### config.mk
export PLATFORM = sky130hd
export DESIGN_NAME = sacc_top
export DESIGN_NICKNAME = d
export VERILOG_FILES = /design/src/sacc_pkg.sv /design/src/sacc_core_if.sv /design/src/sacc_core.sv /design/src/sacc_top.sv
export VERILOG_INCLUDE_DIRS = /design/src /design/src/src
export SDC_FILE = /design/constraint.sdc
export NUM_CORES = 1
export LEC_CHECK = 0
export BUFFER_PORTS_ARGS = -buffer_cell sky130_fd_sc_hd__clkbuf_2
export CORE_UTILIZATION = 58
export DETAILED_ROUTE_END_ITERATION = 8
export PLACE_DENSITY_LB_ADDON = 0.2
export SETUP_SLACK_MARGIN = 0.02
export SLEW_MARGIN = 20
export SYNTH_ARGS = -nofsm -noshare
export SYNTH_HDL_FRONTEND = slang
export SYNTH_HIERARCHICAL = 1
export SYNTH_SLANG_ARGS = --single-unit
### constraint.sdc
create_clock -name sys_clk -period 7.3 [get_ports sys_clk]
set_input_delay 1.825 -clock sys_clk [delete_from_list [all_inputs] [get_ports sys_clk]]
set_output_delay 1.825 -clock sys_clk [all_outputs]
set_load 0.03 [all_outputs]
### src/sacc_cfg.svh
// Constants for the converter control block
`ifndef SACC_CFG_SVH
`define SACC_CFG_SVH
`define SACC_RES_W 10
`define SACC_CH_W 4
`define SACC_REF_W 2
`define SACC_TS_W 3
`define SACC_PS_W 3
`define SACC_NTRIG 8
`define SACC_TS_FREE 3'h0
`define SACC_CYC_NORMAL 5'h0d
`define SACC_CYC_FIRST 5'h19
`define SACC_PRE_W 7
`endif

### src/sacc_pkg.sv
// Types for the converter control block
package sacc_pkg;
   typedef enum logic [1:0] {SACC_IDLE, SACC_WAIT, SACC_CONV} sacc_state_e;
endpackage

### src/sacc_core_if.sv
// Link between the control logic and the analog core stub
`timescale 1ns/10ps
`default_nettype none
`include "sacc_cfg.svh"
interface sacc_core_if;
   logic start;
   logic [4:0] cycles;
   logic adc_tick;
   logic done;
   logic [`SACC_RES_W-1:0] code;
   modport ctrl(output start, output cycles, output adc_tick, input done, input code);
   modport core(input start, input cycles, input adc_tick, output done, output code);
endinterface
`default_nettype wire

### src/sacc_core.sv
// Analog core stub: latency of cycles converter clocks, set by the controller at each start
`timescale 1ns/10ps
`default_nettype none
`include "sacc_cfg.svh"
module sacc_core (
   input wire logic sys_clk,
   input wire logic reset_n,
   input wire logic [`SACC_RES_W-1:0] sample,
   sacc_core_if.core cif
);
   logic [4:0] cnt_reg;
   logic busy_reg;
   logic done_reg;
   logic [`SACC_RES_W-1:0] code_reg;
   wire last_tick = busy_reg && cif.adc_tick && (cnt_reg == 5'h01);
   assign cif.done = done_reg;
   assign cif.code = code_reg;
   // Count converter ticks; result latched at last tick
   always_ff @(posedge sys_clk or negedge reset_n) begin
      if (!reset_n) begin
         cnt_reg <= 5'h00;
         busy_reg <= 1'b0;
         done_reg <= 1'b0;
         code_reg <= '0;
      end else begin
         done_reg <= last_tick;
         if (cif.start) begin
            cnt_reg <= cif.cycles;
            busy_reg <= 1'b1;
         end else if (busy_reg && cif.adc_tick) begin
            cnt_reg <= cnt_reg - 5'h01;
            if (cnt_reg == 5'h01) begin
               busy_reg <= 1'b0;
               code_reg <= sample;
            end
         end
      end
   end
endmodule
`default_nettype wire

### src/sacc_top.sv
// Converter control: start, auto trigger, prescaler, result lock
`timescale 1ns/10ps
`default_nettype none
`include "sacc_cfg.svh"
module sacc_top
   import sacc_pkg::*;
(
   input wire logic sys_clk,
   input wire logic reset_n,
   input wire logic converter_enable_bit,
   input wire logic converter_power_reduction,
   input wire logic start_write,
   input wire logic auto_trigger_enable,
   input wire logic [`SACC_TS_W-1:0] trigger_source_select,
   input wire logic [`SACC_NTRIG-1:0] trigger_lines,
   input wire logic [`SACC_PS_W-1:0] prescale_select,
   input wire logic left_adjust_select,
   input wire logic [`SACC_CH_W-1:0] channel_select_field,
   input wire logic [`SACC_REF_W-1:0] reference_select_field,
   input wire logic flag_clear,
   input wire logic read_low,
   input wire logic read_high,
   input wire logic [`SACC_RES_W-1:0] analog_sample,
   output logic conversion_start_bit,
   output logic conversion_complete_flag,
   output logic [7:0] result_high_byte,
   output logic [7:0] result_low_byte,
   output logic [`SACC_CH_W-1:0] core_channel,
   output logic [`SACC_REF_W-1:0] core_reference,
   output logic core_powered,
   output logic result_locked
);
   sacc_core_if cif ();
   sacc_state_e state_reg, state_next;
   logic [`SACC_NTRIG-1:0] trig_s1_reg, trig_s2_reg;
   logic trig_prev_reg;
   logic first_reg;
   logic [`SACC_PRE_W-1:0] pre_reg;
   logic start_reg;
   logic [4:0] cyc_reg;
   logic [`SACC_RES_W-1:0] res_reg;
   logic [`SACC_CH_W-1:0] ch_reg;
   logic [`SACC_REF_W-1:0] ref_reg;
   logic sbit_reg, flag_reg, lock_reg, pwr_reg;

   // Enable only counts while power reduction is off
   wire enabled = converter_enable_bit && !converter_power_reduction;
   // Synchronised trigger selected, or conversion completion (conv_done, not the flag) for free running
   wire trig_sel = trig_s2_reg[trigger_source_select];
   wire trig_rise = trig_sel && !trig_prev_reg;
   wire free_mode = auto_trigger_enable
                    && (trigger_source_select == `SACC_TS_FREE);
   wire busy = (state_reg != SACC_IDLE);
   // Edges while busy are dropped; only a fresh edge counts
   wire auto_go = auto_trigger_enable && !free_mode && trig_rise && !busy;
   wire sw_go = start_write && !busy;
   wire conv_done = cif.done && (state_reg == SACC_CONV);
   wire free_again = conv_done && free_mode;
   // Prescaler tick: bit chosen by prescale select, reset by trigger
   wire [`SACC_PRE_W-1:0] pre_inc = pre_reg + 7'h01;
   wire adc_tick = enabled && (pre_inc[prescale_select] && !pre_reg[prescale_select]);
   wire [`SACC_RES_W-1:0] res_next = cif.code;
   // Bytes must change in the same cycle the flag rises, so view the incoming code
   wire res_store = conv_done && !lock_reg;
   wire [`SACC_RES_W-1:0] res_now = res_store ? res_next : res_reg;
   // Left adjust places top eight bits in high byte
   wire [15:0] res_left = {res_now, 6'h00};
   wire [15:0] res_right = {6'h00, res_now};
   wire [15:0] res_view = left_adjust_select ? res_left : res_right;

   assign cif.start = start_reg;
   assign cif.cycles = cyc_reg;
   assign cif.adc_tick = adc_tick;

   // Next state of the conversion sequencer
   always_comb begin
      state_next = state_reg;
      case (state_reg)
         SACC_IDLE: begin
            if (!enabled) begin
               state_next = SACC_IDLE;
            end else if (auto_go) begin
               state_next = SACC_CONV;
            end else if (sw_go) begin
               state_next = SACC_WAIT;
            end
         end
         SACC_WAIT: begin
            if (!enabled) begin
               state_next = SACC_IDLE;
            end else if (adc_tick) begin
               state_next = SACC_CONV; // Starts on next converter clock edge
            end
         end
         SACC_CONV: begin
            if (!enabled) begin
               state_next = SACC_IDLE;
            end else if (conv_done) begin
               state_next = free_again ? SACC_CONV : SACC_IDLE;
            end
         end
         default: state_next = SACC_IDLE;
      endcase
   end

   // Trigger synchronisers; first stage feeds only the second
   always_ff @(posedge sys_clk or negedge reset_n) begin
      if (!reset_n) begin
         trig_s1_reg <= '0;
         trig_s2_reg <= '0;
         trig_prev_reg <= 1'b0;
      end else begin
         trig_s1_reg <= trigger_lines;
         trig_s2_reg <= trig_s1_reg;
         trig_prev_reg <= trig_sel;
      end
   end

   // Prescaler, cleared while disabled and on accepted trigger
   always_ff @(posedge sys_clk or negedge reset_n) begin
      if (!reset_n) begin
         pre_reg <= '0;
      end else if (!enabled || auto_go) begin
         pre_reg <= '0;
      end else begin
         pre_reg <= pre_inc;
      end
   end

   // Core start strobe and length: first conversion after enable is long, and so is a free-running restart right after it (cyc_reg lags first_reg)
   always_ff @(posedge sys_clk or negedge reset_n) begin
      if (!reset_n) begin
         state_reg <= SACC_IDLE;
         start_reg <= 1'b0;
         cyc_reg <= `SACC_CYC_NORMAL;
         first_reg <= 1'b1;
      end else begin
         state_reg <= state_next;
         start_reg <= (state_next == SACC_CONV)
                      && ((state_reg != SACC_CONV) || free_again);
         if (!enabled) begin
            first_reg <= 1'b1;
         end else if (conv_done) begin
            first_reg <= 1'b0;
         end
         cyc_reg <= first_reg ? `SACC_CYC_FIRST : `SACC_CYC_NORMAL;
      end
   end

   // Selections follow inputs while enabled, held only while the sequencer stays in conversion
   always_ff @(posedge sys_clk or negedge reset_n) begin
      if (!reset_n) begin
         ch_reg <= '0;
         ref_reg <= '0;
         pwr_reg <= 1'b0;
      end else begin
         pwr_reg <= enabled;
         if (enabled && (state_next != SACC_CONV || state_reg != SACC_CONV)) begin
            ch_reg <= channel_select_field;
            ref_reg <= reference_select_field;
         end
      end
   end

   // Start bit high through any conversion; cleared on return to idle, so it stays high in free running
   always_ff @(posedge sys_clk or negedge reset_n) begin
      if (!reset_n) begin
         sbit_reg <= 1'b0;
      end else begin
         sbit_reg <= (state_next != SACC_IDLE);
      end
   end

   // Completion flag: set wins over clear, set even if discarded
   always_ff @(posedge sys_clk or negedge reset_n) begin
      if (!reset_n) begin
         flag_reg <= 1'b0;
      end else if (conv_done) begin
         flag_reg <= 1'b1;
      end else if (flag_clear) begin
         flag_reg <= 1'b0;
      end
   end

   // Result lock: low read locks, high read unlocks
   always_ff @(posedge sys_clk or negedge reset_n) begin
      if (!reset_n) begin
         lock_reg <= 1'b0;
      end else if (read_high) begin
         lock_reg <= 1'b0;
      end else if (read_low) begin
         lock_reg <= 1'b1;
      end
   end

   // Result store skipped while locked
   always_ff @(posedge sys_clk or negedge reset_n) begin
      if (!reset_n) begin
         res_reg <= '0;
      end else if (res_store) begin
         res_reg <= res_next;
      end
   end

   // Registered outputs; new code shows with the flag, adjust select one cycle later
   always_ff @(posedge sys_clk or negedge reset_n) begin
      if (!reset_n) begin
         result_high_byte <= 8'h00;
         result_low_byte <= 8'h00;
      end else begin
         result_high_byte <= res_view[15:8];
         result_low_byte <= res_view[7:0];
      end
   end

   assign conversion_start_bit = sbit_reg;
   assign conversion_complete_flag = flag_reg;
   assign core_channel = ch_reg;
   assign core_reference = ref_reg;
   assign core_powered = pwr_reg;
   assign result_locked = lock_reg;

   sacc_core u_core (
      .sys_clk(sys_clk),
      .reset_n(reset_n),
      .sample(analog_sample),
      .cif(cif)
   );
endmodule
`default_nettype wire

==> metrics.yaml <==
setup_viol: 0
drive_gt1_frac: 0.326
gr-usage-all-layers: 0.205
boundaryPins: 66
synth_top_area_cell: "dfrtp_1"
root_buffer: "clkbuf_8"
synthXorXnorAreaFrac: 0.0185
port_buffers: 65
synth_fa_ha_area_frac: 0.0113
critPathMaxStageDelay_ps: 580
vdd_drop_max_mv: 0.191
fin_tns_setup_ps: 0
wl_per_cell_um: 13.4
crit_arrival_ps: 4480
antenna_cells: 0
hold_viol: 0
critPathBufInv: 1
vias: 2040
path_delay_family: "simple AND/OR/NAND/NOR gates"
core_area_um2: 5510
worst_slew_pin_slew_ps: 729
dp_hpwl_um: 3730
nets: 369
rsz0062_at_grt: "no"
end_kind: "register"
cts_hold_buf: 0
grt_pass1_wl_um: 9200
synth_top_cells_by_area: "dfrtp_1 (61%), mux2i_1 (4.5%), mux2_2 (4.1%)"
finish.instance_area_um2: 3930
critPathKind: "in2reg"
grt_max_degree: 84
gp_congestion: 0.800
rr_worst_depth: 9
failed_checks: "design-rule violations"
cts.clk_slew.worst_paths_ps: 80
synthMuxAreaShare: 0.121
fp.dieH_um: 77.6
antenna_found_initial: 0
crit_slowest_cell: "nor4_4"
cp_max_fo: 10
cts_sinks: 83
fmax_mhz: 236
synth_top_area_frac: 0.612
post_cts_buffers: 0
std_cell_rows: 27
synthArstFlopShare: 1.00
syn_to_final_growth_pct: 18.5
die-area_um2: 6020
avgSynthCellArea_um2: 13.2
fin_skew_ps: 6.29
start_util: 0.602
firstDrtPassIters: 6
synthSimpleGateAreaFrac: 0.125
worst_ep_required_time_ps: 7530
clk_latency_ps: 350
fin_crit_sh: 0.582
via_per_inst: 5.06
routed_wirelength_um: 5380
post-route-min-period_ps: 4250
power_density_nw_per_um2: 255
postSynthCellCount: 251
yosysSeqAreaShare: 0.627
cts_tree: "done"
grt_pass1_vias: 2040
status: "complete, but fails checks"
cp_cell_sequence: "clkbuf_2 > nand2b_1 > o21ai_0 > a2111o_1 > o211a_1 > nor3_1 > nand4b_2 > nor4_4 > mux2_2"
hp-class: "reg2reg"
placed_area_um2: 3730
hold_depth: 0
synth-edff-count: 0
cp.depth: 9
die_x_um: 77.6
htree_levels: 3
p_leak_uw: 0.00201
post_synth_num_cell_types: 47
ys.flop_type: "dfrtp_1"
ant_nets: 0
postCtsResizedCells: 0
initialDrtViolationCount: 94
overflow: 0
drc_errors: 2
slew_violations: 0
synth-seq-cells: 83
synth_compound_area_frac: 0.0687
synth_top_family_by_area: "simple AND/OR/NAND/NOR gates"
yosys_warnings: 6
hold_ws_ps: 345
maxSlewHeadroom: 0.510
drv_cap: 0
cts_buffers: 9
critPathLaunchType: "primary input"
netlist_area_um2: 3310
clk_path_buf_depth: 2
## metal layers
layer | up-vias | global-route usage | wire length [um]
met2 | 45 | 0.304 | 2540
met5 | - | 0 | 0
met3 | 6 | 0.0647 | 238
li1 | 1007 | - | -
met1 | 982 | 0.275 | 2530
met4 | 0 | 0.0962 | 73
## per-stage QoR
step                std cells  setup slack [ps]  total power (uW)   util
global placement          387              2800               683  0.677
detailed placement        387              2690               688  0.677
finish                    403              3050              1000  0.713
global route              403              2780              1050  0.713
floorplan                 252              3240               640      -
CTS                       403              3060              1010  0.712
## worst paths after layout
kind                       slack, ps          startpoint            endpoint
setup / recovery                3050  prescale_select[1]  u_core/cif.code[1]
hold / removal                   350      trig_s1_reg[1]      trig_s2_reg[1]
setup reg to reg                4050          pre_reg[0]  u_core/cif.code[1]
hold reg to reg                  350      trig_s1_reg[1]      trig_s2_reg[1]
max in group asynchronous       5320             reset_n     core_channel[0]
min in group asynchronous       1500             reset_n          pre_reg[3]
## cell usage after synthesis, drive strengths merged, types with 2 or more instances
cell / instances
dfrtp: 81
inv: 21
nor2: 20
mux2: 18
mux2i: 15
nand2: 10
a21oi: 7
nand2b: 7
nor2b: 7
o21ai: 7
nand3: 4
nor3: 4
nor4: 4
o31a: 4
xnor2: 4
ha: 3
xor2: 3
a211o: 2
and2: 2
clkbuf: 2
conb: 2
dfstp: 2
nand3b: 2
nand4: 2
o2111ai: 2
## cell usage in the layout, fill, tap and decap left out, types with 4 or more instances in the layout
cell type | Yosys | layout
dfrtp_1 | 81 | 81
clkbuf_2 | 0 | 64
inv_1 | 21 | 21
nor2_1 | 19 | 19
mux2i_1 | 15 | 15
mux2_2 | 12 | 12
nand2_1 | 10 | 10
clkbuf_8 | 0 | 10
nor2b_1 | 7 | 7
nand2b_1 | 6 | 6
o21ai_0 | 6 | 6
mux2_4 | 6 | 6
a21oi_1 | 5 | 5
nand3_1 | 4 | 4
xnor2_1 | 4 | 4
nor3_1 | 4 | 4
o31a_1 | 4 | 4
## cells by family (layout without fill, tap and decap cells)
family / after synthesis / in the layout
compound gates: 29 / 29
xor+xnor: 7 / 7
fa+ha+maj: 3 / 3
buf+inv: 23 / 102
flops: 83 / 83
mux: 34 / 34
other cells: 2 / 3
simple gates: 70 / 70
## power breakdown
part	internal (uW)	switching (uW)	total [uW]
Clock	166	155	321
Sequential	506	39.6	546
Combinational	68.1	65.6	134
## layout make-up
| cell class | instances | area (um2) |
|---|---|---|
| Clock buffer | 11 | 141 |
| Clock inverter | 5 | 52.6 |
| Fill cell | 407 | 1580 |
| Inverter | 21 | 78.8 |
| Multi-Input combinational cell | 146 | 1150 |
| Sequential cell | 83 | 2080 |
| Tap cell | 72 | 90.1 |
| Timing Repair Buffer | 65 | 332 |
(Power assumes the default switching activity.)
